$ cat config.mk
export PLATFORM = sky130hd
export DESIGN_NAME = mfo_select
export DESIGN_NICKNAME = d
export VERILOG_FILES = /design/src/inc/mfo_pkg.sv /design/src/design/mfo_select.sv /design/src/design/window_hyst.sv /design/src/design/torque_detect.sv
export SDC_FILE = /design/constraint.sdc
export NUM_CORES = 1
export LEC_CHECK = 0
export BUFFER_PORTS_ARGS = -buffer_cell sky130_fd_sc_hd__buf_2
export CAP_MARGIN = 20
export CORE_MARGIN = 5
export CORE_UTILIZATION = 44
export CTS_BUF_LIST = sky130_fd_sc_hd__clkbuf_2
export DETAILED_ROUTE_END_ITERATION = 10
export GPL_ROUTABILITY_DRIVEN = 0
export PLACE_DENSITY = 0.67
export SLEW_MARGIN = 20
export SYNTH_ARGS = -nofsm -noshare
export SYNTH_HDL_FRONTEND = slang
export SYNTH_SLANG_ARGS = --single-unit
$ cat constraint.sdc
create_clock -name ref_clk_i -period 4.1 [get_ports ref_clk_i]
set_input_delay 0.41 -clock ref_clk_i [delete_from_list [all_inputs] [get_ports ref_clk_i]]
set_output_delay 0.41 -clock ref_clk_i [all_outputs]
set_load 0.005 [all_outputs]
$ cat src/inc/mfo_pkg.sv
// Package for the multi-function output select block.
// Assumes one 50 MHz clock and a plain register port with 16-bit addresses.
// Functional notes
// - Analog function holds output inside threshold window
// - On above high, off below low; 50%/10%
// - Selector picks analog channel one or two
// - Code 73: torque over level three too long
// - Code 74: torque over level four too long
// - Code 75: closed while running forward
// - Code 76: closed while running reverse
// - Mask bits 0,3,4 invert relay, outputs one, two
// - Running relay energises on run, inverted by mask
package mfo_pkg;

	// ****************************************
	// Register map
	// ****************************************
	localparam logic [15:0] ADDR_POLARITY_MASK = 16'h0212;
	localparam logic [15:0] ADDR_RELAY_FN      = 16'h0300;
	localparam logic [15:0] ADDR_OUT_ONE_FN    = 16'h0301;
	localparam logic [15:0] ADDR_OUT_TWO_FN    = 16'h0302;
	localparam logic [15:0] ADDR_CH_SEL        = 16'h0303;
	localparam logic [15:0] ADDR_HIGH_THR      = 16'h0304;
	localparam logic [15:0] ADDR_LOW_THR       = 16'h0305;
	localparam logic [15:0] ADDR_TQ3_LEVEL     = 16'h0306;
	localparam logic [15:0] ADDR_TQ3_TIME      = 16'h0307;
	localparam logic [15:0] ADDR_TQ4_LEVEL     = 16'h0308;
	localparam logic [15:0] ADDR_TQ4_TIME      = 16'h0309;
	localparam logic [15:0] ADDR_IRQ_STATUS    = 16'h0310;
	localparam logic [15:0] ADDR_IRQ_CLEAR     = 16'h0311;
	localparam logic [15:0] ADDR_IRQ_ENABLE    = 16'h0312;
	localparam logic [15:0] ADDR_LIVE_STATUS   = 16'h0313;

	// ****************************************
	// Reset values and field positions
	// ****************************************
	localparam logic [15:0] POLARITY_MASK_RST  = 16'h0000;
	localparam logic [15:0] HIGH_THR_RST       = 16'h01f4;
	localparam logic [15:0] LOW_THR_RST        = 16'h0064;
	localparam logic [15:0] TQ_LEVEL_RST       = 16'h0096;
	localparam logic [15:0] TQ_TIME_RST        = 16'h0001;
	localparam logic [7:0]  FN_RST             = 8'h00;
	localparam int          MASK_BIT_RELAY     = 0;
	localparam int          MASK_BIT_OUT_ONE   = 3;
	localparam int          MASK_BIT_OUT_TWO   = 4;
	localparam int          NUM_EVENTS         = 4;

	// ****************************************
	// Function codes
	// ****************************************
	localparam logic [7:0] FN_RUNNING   = 8'h01;
	localparam logic [7:0] FN_SAFETY_A  = 8'h42;
	localparam logic [7:0] FN_ANALOG    = 8'h43;
	localparam logic [7:0] FN_SAFETY_B  = 8'h44;
	localparam logic [7:0] FN_TORQUE3   = 8'h49;
	localparam logic [7:0] FN_TORQUE4   = 8'h4a;
	localparam logic [7:0] FN_FWD_RUN   = 8'h4b;
	localparam logic [7:0] FN_REV_RUN   = 8'h4c;

	// ****************************************
	// Timing: detection time unit
	// ****************************************
	localparam int CLK_HZ        = 50000000;
	localparam int TIME_UNIT_MS  = 100;
	localparam int TICK_CYCLES   = CLK_HZ / 1000 * TIME_UNIT_MS;

	typedef struct packed {
		logic       run;
		logic       reverse;
		logic       safe_torque_off_state;
		logic [2:0] safety_loss_faults;
	} drive_status_s;

endpackage

$ cat src/design/mfo_select.sv
// Multi-function output select: relay and two digital output terminals.
// Assumes analog, torque and drive status inputs synchronous to ref_clk_i.
module mfo_select #(
	parameter int TICK_CYCLES = mfo_pkg::TICK_CYCLES
) (
	input  wire logic                  ref_clk_i,
	input  wire logic                  rst_i,
	input  wire logic [15:0]           addr_i,
	input  wire logic [15:0]           wr_data_i,
	input  wire logic                  wr_i,
	input  wire logic                  rd_i,
	output logic      [15:0]           rd_data_o,
	input  wire mfo_pkg::drive_status_s drive_i,
	input  wire logic [15:0]           analog_channel_one_i,
	input  wire logic [15:0]           analog_channel_two_i,
	input  wire logic [15:0]           torque_i,
	output logic                       relay_output_o,
	output logic                       digital_output_one_o,
	output logic                       digital_output_two_o,
	output logic                       irq_o
);

	// ****************************************
	// State
	// ****************************************
	typedef struct packed {
		logic [15:0] pol_mask;
		logic [7:0]  relay_fn;
		logic [7:0]  out_one_fn;
		logic [7:0]  out_two_fn;
		logic        ch_sel;
		logic [15:0] high_thr;
		logic [15:0] low_thr;
		logic [15:0] tq3_level;
		logic [15:0] tq3_time;
		logic [15:0] tq4_level;
		logic [15:0] tq4_time;
		logic [mfo_pkg::NUM_EVENTS-1:0] irq_stat;
		logic [mfo_pkg::NUM_EVENTS-1:0] irq_en;
		logic [mfo_pkg::NUM_EVENTS-1:0] ev_prev;
		logic [15:0] rd_data;
		logic [31:0] tick_cnt;
		logic        tick;
		logic [2:0]  outs;
	} state_s;

	state_s r;
	state_s r_nxt;

	logic        fault;
	logic        win_on;
	logic        ot3;
	logic        ot4;
	logic [15:0] ain_sel;
	logic [mfo_pkg::NUM_EVENTS-1:0] events;
	logic [2:0]  levels;
	logic [2:0]  inv_bits;
	logic [7:0]  fn_sel [3];

	// ****************************************
	// Function decode
	// ****************************************
	function automatic logic fn_level(input logic [7:0] fn, input logic run, input logic rev,
		input logic flt, input logic win, input logic t3, input logic t4);
		logic lvl;
		lvl = 1'b0;
		case (fn)
			mfo_pkg::FN_RUNNING:  lvl = run;
			mfo_pkg::FN_SAFETY_A: lvl = flt;
			mfo_pkg::FN_SAFETY_B: lvl = !flt;
			mfo_pkg::FN_ANALOG:   lvl = win;
			mfo_pkg::FN_TORQUE3:  lvl = t3;
			mfo_pkg::FN_TORQUE4:  lvl = t4;
			mfo_pkg::FN_FWD_RUN:  lvl = run && !rev;
			mfo_pkg::FN_REV_RUN:  lvl = run && rev;
			default:              lvl = 1'b0;
		endcase
		return lvl;
	endfunction

	assign fault = drive_i.safe_torque_off_state || (|drive_i.safety_loss_faults);
	assign ain_sel = r.ch_sel ? analog_channel_two_i : analog_channel_one_i;

	// ****************************************
	// Measurement helpers
	// ****************************************
	window_hyst u_window (
		.ref_clk_i (ref_clk_i),
		.rst_i     (rst_i),
		.level_i   (ain_sel),
		.high_i    (r.high_thr),
		.low_i     (r.low_thr),
		.active_o  (win_on)
	);

	torque_detect u_tq3 (
		.ref_clk_i (ref_clk_i),
		.rst_i     (rst_i),
		.tick_i    (r.tick),
		.torque_i  (torque_i),
		.level_i   (r.tq3_level),
		.time_i    (r.tq3_time),
		.detect_o  (ot3)
	);

	torque_detect u_tq4 (
		.ref_clk_i (ref_clk_i),
		.rst_i     (rst_i),
		.tick_i    (r.tick),
		.torque_i  (torque_i),
		.level_i   (r.tq4_level),
		.time_i    (r.tq4_time),
		.detect_o  (ot4)
	);

	// ****************************************
	// Terminal levels and polarity
	// ****************************************
	assign fn_sel[0] = r.relay_fn;
	assign fn_sel[1] = r.out_one_fn;
	assign fn_sel[2] = r.out_two_fn;
	assign inv_bits = {r.pol_mask[mfo_pkg::MASK_BIT_OUT_TWO], r.pol_mask[mfo_pkg::MASK_BIT_OUT_ONE],
		r.pol_mask[mfo_pkg::MASK_BIT_RELAY]};

	for (genvar g = 0; g < 3; g++) begin : g_term
		assign levels[g] = fn_level(fn_sel[g], drive_i.run, drive_i.reverse, fault,
			win_on, ot3, ot4) ^ inv_bits[g];
	end

	assign events = {win_on, fault, ot4, ot3};

	// ****************************************
	// Next state
	// ****************************************
	always_comb begin
		r_nxt = r;
		r_nxt.outs = levels;
		r_nxt.rd_data = '0;
		r_nxt.ev_prev = events;
		if (r.tick_cnt >= 32'(TICK_CYCLES - 1)) begin
			r_nxt.tick_cnt = '0;
			r_nxt.tick = 1'b1;
		end else begin
			r_nxt.tick_cnt = r.tick_cnt + 32'h00000001;
			r_nxt.tick = 1'b0;
		end
		if (wr_i) begin
			case (addr_i)
				mfo_pkg::ADDR_POLARITY_MASK: r_nxt.pol_mask = wr_data_i;
				mfo_pkg::ADDR_RELAY_FN:      r_nxt.relay_fn = wr_data_i[7:0];
				mfo_pkg::ADDR_OUT_ONE_FN:    r_nxt.out_one_fn = wr_data_i[7:0];
				mfo_pkg::ADDR_OUT_TWO_FN:    r_nxt.out_two_fn = wr_data_i[7:0];
				mfo_pkg::ADDR_CH_SEL:        r_nxt.ch_sel = wr_data_i[0];
				mfo_pkg::ADDR_HIGH_THR:      r_nxt.high_thr = wr_data_i;
				mfo_pkg::ADDR_LOW_THR:       r_nxt.low_thr = wr_data_i;
				mfo_pkg::ADDR_TQ3_LEVEL:     r_nxt.tq3_level = wr_data_i;
				mfo_pkg::ADDR_TQ3_TIME:      r_nxt.tq3_time = wr_data_i;
				mfo_pkg::ADDR_TQ4_LEVEL:     r_nxt.tq4_level = wr_data_i;
				mfo_pkg::ADDR_TQ4_TIME:      r_nxt.tq4_time = wr_data_i;
				mfo_pkg::ADDR_IRQ_CLEAR:
					r_nxt.irq_stat = r.irq_stat & ~wr_data_i[mfo_pkg::NUM_EVENTS-1:0];
				mfo_pkg::ADDR_IRQ_ENABLE:
					r_nxt.irq_en = wr_data_i[mfo_pkg::NUM_EVENTS-1:0];
				default: ;
			endcase
		end
		// Rising edges set status after any clear, so a coincident event survives
		r_nxt.irq_stat = r_nxt.irq_stat | (events & ~r.ev_prev);
		if (rd_i) begin
			case (addr_i)
				mfo_pkg::ADDR_POLARITY_MASK: r_nxt.rd_data = r.pol_mask;
				mfo_pkg::ADDR_RELAY_FN:      r_nxt.rd_data = {8'h00, r.relay_fn};
				mfo_pkg::ADDR_OUT_ONE_FN:    r_nxt.rd_data = {8'h00, r.out_one_fn};
				mfo_pkg::ADDR_OUT_TWO_FN:    r_nxt.rd_data = {8'h00, r.out_two_fn};
				mfo_pkg::ADDR_CH_SEL:        r_nxt.rd_data = {15'h0000, r.ch_sel};
				mfo_pkg::ADDR_HIGH_THR:      r_nxt.rd_data = r.high_thr;
				mfo_pkg::ADDR_LOW_THR:       r_nxt.rd_data = r.low_thr;
				mfo_pkg::ADDR_TQ3_LEVEL:     r_nxt.rd_data = r.tq3_level;
				mfo_pkg::ADDR_TQ3_TIME:      r_nxt.rd_data = r.tq3_time;
				mfo_pkg::ADDR_TQ4_LEVEL:     r_nxt.rd_data = r.tq4_level;
				mfo_pkg::ADDR_TQ4_TIME:      r_nxt.rd_data = r.tq4_time;
				mfo_pkg::ADDR_IRQ_STATUS:    r_nxt.rd_data = {12'h000, r.irq_stat};
				mfo_pkg::ADDR_IRQ_ENABLE:    r_nxt.rd_data = {12'h000, r.irq_en};
				mfo_pkg::ADDR_LIVE_STATUS:   r_nxt.rd_data = {9'h000, r.outs, events};
				default:                     r_nxt.rd_data = '0;
			endcase
		end
	end

	always_ff @(posedge ref_clk_i) begin
		if (rst_i) begin
			r <= '0;
			r.pol_mask <= mfo_pkg::POLARITY_MASK_RST;
			r.relay_fn <= mfo_pkg::FN_RST;
			r.out_one_fn <= mfo_pkg::FN_RST;
			r.out_two_fn <= mfo_pkg::FN_RST;
			r.high_thr <= mfo_pkg::HIGH_THR_RST;
			r.low_thr <= mfo_pkg::LOW_THR_RST;
			r.tq3_level <= mfo_pkg::TQ_LEVEL_RST;
			r.tq3_time <= mfo_pkg::TQ_TIME_RST;
			r.tq4_level <= mfo_pkg::TQ_LEVEL_RST;
			r.tq4_time <= mfo_pkg::TQ_TIME_RST;
		end else begin
			r <= r_nxt;
		end
	end

	assign relay_output_o = r.outs[0];
	assign digital_output_one_o = r.outs[1];
	assign digital_output_two_o = r.outs[2];
	assign irq_o = |(r.irq_stat & r.irq_en);
	assign rd_data_o = r.rd_data;
endmodule

$ cat src/design/window_hyst.sv
// Hysteresis window comparator for the analog level function.
// Assumes thresholds and sample share one unit of 0.1 percent.
module window_hyst (
	input  wire logic        ref_clk_i,
	input  wire logic        rst_i,
	input  wire logic [15:0] level_i,
	input  wire logic [15:0] high_i,
	input  wire logic [15:0] low_i,
	output logic             active_o
);

	typedef struct packed {
		logic on;
	} hyst_s;

	hyst_s r;
	hyst_s r_nxt;

	always_comb begin
		r_nxt = r;
		if (level_i > high_i) begin
			r_nxt.on = 1'b1;
		end else if (level_i < low_i) begin
			r_nxt.on = 1'b0;
		end
	end

	always_ff @(posedge ref_clk_i) begin
		if (rst_i) begin
			r <= '0;
		end else begin
			r <= r_nxt;
		end
	end

	assign active_o = r.on;

endmodule

$ cat src/design/torque_detect.sv
// Over-torque detector: torque above level for longer than a time.
// Assumes tick_i pulses once per detection time unit.
module torque_detect (
	input  wire logic        ref_clk_i,
	input  wire logic        rst_i,
	input  wire logic        tick_i,
	input  wire logic [15:0] torque_i,
	input  wire logic [15:0] level_i,
	input  wire logic [15:0] time_i,
	output logic             detect_o
);

	typedef struct packed {
		logic [15:0] cnt;
		logic        det;
	} det_s;

	det_s r;
	det_s r_nxt;

	always_comb begin
		r_nxt = r;
		if (torque_i <= level_i) begin
			r_nxt.cnt = '0;
			r_nxt.det = 1'b0;
		end else begin
			// Saturate so a long overload never wraps back to idle
			if (tick_i && r.cnt != 16'hffff) begin
				r_nxt.cnt = r.cnt + 16'h0001;
			end
			r_nxt.det = r_nxt.cnt > time_i;
		end
	end

	always_ff @(posedge ref_clk_i) begin
		if (rst_i) begin
			r <= '0;
		end else begin
			r <= r_nxt;
		end
	end

	assign detect_o = r.det;

endmodule

## Word-level counts from Yosys, hierarchy flattened

Index checks and enable logic that the tools add are counted.

- Logic and storage cells: 125
- Flip-flop bits (word level): 236

- Mux-type cells: 15
- Equality and inequality tests: 41
- Add/sub/neg operators: 3
- Reduce and logical (&&, ||, !) cells: 26
- Bitwise gates (word level): 10
- $lt $le $gt $ge: 7

Operator list:

| kind | number |
|---|---|
| $eq 16x10->1 const B | 15 |
| $pmux 16 s14 | 1 |
| $eq 8x7->1 const B | 21 |
| $mux 16 | 5 |
| $gt 16x16->1 | 3 |
| $add 16x1->16 const B | 2 |
| $add 32x1->32 const B | 1 |
| $ge 32x23->1 const B | 1 |
| $le 16x16->1 | 2 |
| $ne 16x16->1 const B | 2 |
| $eq 8x1->1 const B | 3 |
| $pmux 1 s8 | 3 |
| $reduce_and 2->1 | 12 |
| $lt 16x16->1 | 1 |
| $and 4x4->4 | 3 |
| $mux 4 | 2 |
| $mux 8 | 1 |
| $not 4->4 | 2 |
| $reduce_or 2->1 | 4 |
| $logic_and 1x1->1 | 4 |
| $or 4x4->4 | 1 |
| $reduce_or 4->1 | 1 |
| $mux 1 | 3 |
| $reduce_or 3->1 | 1 |
| other kinds (5) | 8 |

## Depth between registers and ports, before layout

- Depth in word-level cells: 5
- Mapped depth: 12
- Gate-level depth less buffers: 12

## Modules after synthesis

Synthesis repeated with hierarchy kept, for this count alone.

- Cells, all modules: 1616
- Area, all modules: 13663.1 um^2

Modules (own cells, without submodules):

| module | sequential area each (um^2) | times used | cells each | area each (um^2) |
|---|---|---|---|---|
| mfo_select | 4023.9 | 1 | 1092 | 9492.9 |
| torque_detect | 340.3 | 2 | 205 | 1677.9 |
| window_hyst | 20.0 | 1 | 114 | 814.5 |

## Least setup slack after synthesis

No wires, ideal clock.

- Path type: reg-to-reg
- Start point: register r[160] (netlist bit)
- End point: register u_window.r (netlist: u_window.active_o)
- Period minus slack after synthesis: 2.702 ns
- Stages on the path, launching flop included: 10
- Slack: 1.398 ns
- Library setup time: 0.120 ns
- Data arrival time: 2.582 ns
- Path buffers: 2
- Data required time: 3.980 ns
- Cell sequence: dfxtp_1 clkbuf_1 buf_1 mux2_2 ha_1 a21o_1 a21o_1 a221oi_1 o21ai_0 a211o_1

- Longest elaborated chain between the ends: 3
- Elaborated cells between the ends (all ways): 5
- Classes of those cells: 2 x order compare; 2 x mux; 1 x reduce/logical

RTL lines:

| element | line | RTL |
|---|---|---|
| start: declaration | mfo_select.sv:47 | `state_s r;` |
| start signal: assignment | mfo_select.sv:204 | `r <= r_nxt;` |
| $mux 16 * | mfo_select.sv:82 | `assign ain_sel = r.ch_sel ? analog_channel_two_i : analog_channel_one_i;` |
| $gt 16x16->1 / $lt 16x16->1 (equally long branches) | window_hyst.sv:21, window_hyst.sv:23 |  |
| $mux 1 / $reduce_bool 2->1 (equally long branches) | n/a |  |
| end signal: assignment | window_hyst.sv:32 | `r <= r_nxt;` |
| end: declaration | window_hyst.sv:16 | `hyst_s r;` |

Every way passes the cells marked *; elsewhere a longest branch is shown, timed or not.
A chain may end at the register's enable or synchronous reset.

## Worst setup path in the final report

- Start point: register u_tq3.r[3] (netlist bit)
- End point: register u_tq3.r (netlist bit u_tq3.detect_o)

- Longest elaborated chain between the ends: 5
- Elaborated cells between the ends (all ways): 6
- Classes of those cells: 1 x add/sub; 1 x order compare; 1 x eq/ne; 2 x mux; 1 x reduce/logical

RTL lines:

| element | line | RTL |
|---|---|---|
| start: declaration | torque_detect.sv:18 | `det_s r;` |
| start signal: assignment | torque_detect.sv:39 | `r <= r_nxt;` |
| parallel branches: the longest is 2 deep, another holds $add 16x1->16 | n/a |  |
| $mux 16 * | torque_detect.sv:28 | `if (tick_i && r.cnt != 16'hffff) begin` |
| $mux 16 * | torque_detect.sv:23 | `if (torque_i <= level_i) begin` |
| $gt 16x16->1 * | torque_detect.sv:31 | `r_nxt.det = r_nxt.cnt > time_i;` |

Mark *: on every way between the ends. The select of a mux whose other input is x is not followed.

==> metrics <==
status complete, no violations; CTS H-tree lvls 2; largest net degree at the start of global routing 76; final WL 39750 um; initial detailed-routing violation count 1404; Most Crowded Layer GR met2; fin crit period 2.972 ns; Sink Count 236; VDD IR max 0.2022 mV; initial antenna violation count 4; Post-CTS Setup Inserts 0; first-pass GRT wire length 62580 um; Crit Path Class reg -> reg; die area 0.03281 sq mm; Crit. End Element flip-flop; worst-path maximum fanout 5; Residual DRC 0; vias per inst 5.698; Max Slew Vio Count 0; initial core utilization 44.77%; number of max-cap violations 0; CP Data Arrival Time 3.71 ns; Worst Hold Depth 5; setup TNS 0 ns; unrepaired setup endpoints after global routing false; Compound-Gate Fraction of Synth Area 17.46%; FMAX 336.5 MHz; Yosys top cell area share 36.67%; Synth area leader dfxtp_1; GRT met2 Usage 35.62%; cells on worst reg2reg path 11; largest family of logic cells by synthesized area simple AND/OR/NAND/NOR gates; FP Rows 62; met1 Resource Use GR 32.23%; ys flop type dfxtp_1; final worst slack 1.128 ns; clock slew at reported path FFs 0.10 ns; DRT antenna net count 0; Synth area leaders dfxtp_1 (37%), ha_1 (9.5%), nand2_1 (7.7%), a21oi_1 (5.9%), inv_1 (3.0%); Tcrit/Tclk final 72.48%; Setup Viol. Count Final 0; r2r setup slk 1.13 ns; cell area power density 295.2 mW/mm^2; dpl ws 0.7006 ns; Post-synth EDFFs 0; DIE HEIGHT 181.1 um; Seq/Total Area, Yosys 36.67%; Synth Area in Simple Gates 23.62%; I/O pins 110; vias in the first global route 11750; worst-margin pin slew 0.9086 ns; Layout Skew 0.08321 ns; Final HPWL DP 28930 um; overflow left after global routing 0; Mapped Area 0.01288 sq mm; multiplexer share of the synthesized area 2.583%; Crit path required time 4.84 ns; Seq cells post-synth 236; DRT Pass-1 Iters 7; CTS Buf Count 61; critical-path cell list and4_1, nand4_1, or3_1, nand2_1, mux2_2, ha_1, nor2b_1, o211ai_1, a31oi_1, o31ai_1, a211oi_1; Post-Syn Area per Cell 8.104 sq um; Core Region 0.02878 sq mm; most common cell after layout, fill and taps aside nand2_1; Synth Warn # 0; Hold Path Sink r[160]$_SDFFE_PP0P_; hold_ws 0.07077 ns; via count 12140; clk root buf clkbuf_2; Leak 0.005479 uW; Nets 1888; Die Wd 181.1 um; Fin. Hold Viols 0; Worst path max stage delay 0.46 ns; R2R Path End u_tq3.detect_o$_SDFF_PP0_; drt wl/cell 18.65 um; most frequent cells in the layout nand2_1 (264), dfxtp_1 (236), a21oi_1 (152), buf_2 (108), inv_1 (103); Buffers on Ports 109; worst hold start addr_i[6]; area grow syn2layout 11.27%; Yosys cell types 72; Fillers 2836; Rel. slew slack 38.96%; Async S/R FF share, synth 0%; Reg-to-Reg Start u_tq3.r[3]$_SDFF_PP0_; slowest CP cell or3_1; TritonCTS clock tree done; Worst Hold Class in -> reg; startpoint types flip-flop; Tot GR Track Use 23.21%; adder-cell share of the synthesized area 9.516%; xor/xnor share of the synthesized area 3.467%; clk_lat worst skew 0.92 ns; cell count after synthesis 1590; share of layout cells above drive strength 1 14.06%; M3 GR Usage 5.268%; clk buf depth 3
-- metal layers --
metal / up-vias / wire [um]
li1: 5829 / -
met1: 5647 / 17430
met2: 558 / 17320
met3: 104 / 3723
met4: 4 / 1234
met5: - / 45
-- stage by stage --
| stage | util, % | total power, uW | cell area (sq um) | cells |
|---|---|---|---|---|
| finish | 49.82 | 4233 | 14340 | 2131 |
| floorplan | - | 2540 | 12910 | 1598 |
| global route | 49.80 | 4441 | 14330 | 2129 |
| global placement | 47.29 | 2664 | 13610 | 2003 |
| detailed placement | 47.29 | 2672 | 13610 | 2003 |
| CTS | 49.78 | 4276 | 14330 | 2127 |
-- worst max-delay path, delay by kind of cell (launching register included) --
kind                       cells  cell delay (ns)
AOI/OAI and AO/OA              4             0.58
adders and majority gates      1             0.29
DFF                            1             0.41
muxes                          1             0.36
and+or+nand+nor                5             1.21
-- state kept, by name, summed over array words and instances (netlist names) --
name / flops
fn_sel: 24
u_tq4.r: 16
rd_data_o: 16
digital_output_two_o: 1
inv_bits: 3
u_tq3.detect_o: 1
u_tq3.r: 16
digital_output_one_o: 1
relay_output_o: 1
u_tq4.detect_o: 1
r: 155
u_window.active_o: 1
-- cells in the mapped netlist (all sizes together), types with 4 or more instances --
cell type,n
ha,98
a32o,4
nor3,33
a311oi,4
nand2b,6
a21o,22
a31oi,13
nor4,20
and3,23
and4,8
mux2i,13
nand4,30
buf,29
xor2,27
nand2,264
a222oi,7
a211o,20
a21oi,152
mux2,18
xnor2,24
a221oi,18
o21a,4
nand3,54
or4,5
clkbuf,74
a32oi,8
a22o,14
and2,13
dfxtp,236
o31ai,6
nand4b,4
inv,103
a211oi,11
o211ai,5
nor2b,44
o21ai,27
a22oi,14
or4b,7
nor2,92
-- layout make-up --
type / count / area (sq um) / share of cell area, %
repair buffers: 142 / 840.8 / 5.864
flip-flops and latches: 236 / 4725 / 32.95
clock inverters: 26 / 137.6 / 0.9599
clock buffers: 80 / 400.4 / 2.793
well taps: 384 / 480.5 / 3.351
inverters: 103 / 386.6 / 2.697
diodes: 4 / 10.01 / 0.06981
multi-input cells: 1156 / 7357 / 51.31
-- how the worst max path moves through the flow --
stage	end	startpoint	slack [ns]	cells past startpoint
2_1_floorplan	u_window.active_o$_SDFFE_PP0P_	r[160]$_SDFFE_PP0P_	1.40	9
3_3_place_gp	r[84]$_SDFFE_PP1P_	addr_i[11]	0.83	7
3_5_place_dp	rd_data_o[1]$_SDFF_PP0_	addr_i[11]	0.70	7
4_1_cts	u_tq3.detect_o$_SDFF_PP0_	u_tq3.r[3]$_SDFF_PP0_	1.14	11
5_1_grt	u_tq3.detect_o$_SDFF_PP0_	u_tq3.r[3]$_SDFF_PP0_	0.94	11
6_report	u_tq3.detect_o$_SDFF_PP0_	u_tq3.r[3]$_SDFF_PP0_	1.13	11
-- power breakdown --
part | total, uW | switching, uW | leakage, uW | internal, uW
logic | 313 | 192 | 0.00318 | 121
clock network | 1590 | 990 | 0.000396 | 604
registers | 2330 | 18.5 | 0.00191 | 2310
-- timing repair --
action / in CTS / in global routing
endpoints found under the hold margin: 134 / 0
hold buffers: 18 / 0
gates resized for setup: 0 / 0
endpoints found under the setup margin: 0 / 0
-- kinds of logic (layout without fill, tap and decap cells) --
family | after synthesis | count (layout)
simple gates | 623 | 623
compound gates | 344 | 344
flops | 236 | 236
buf+inv | 206 | 351
fa+ha+maj | 98 | 98
xor+xnor | 51 | 51
mux | 31 | 31
other cells | 1 | 13
Power figures use the tool's default switching activity.
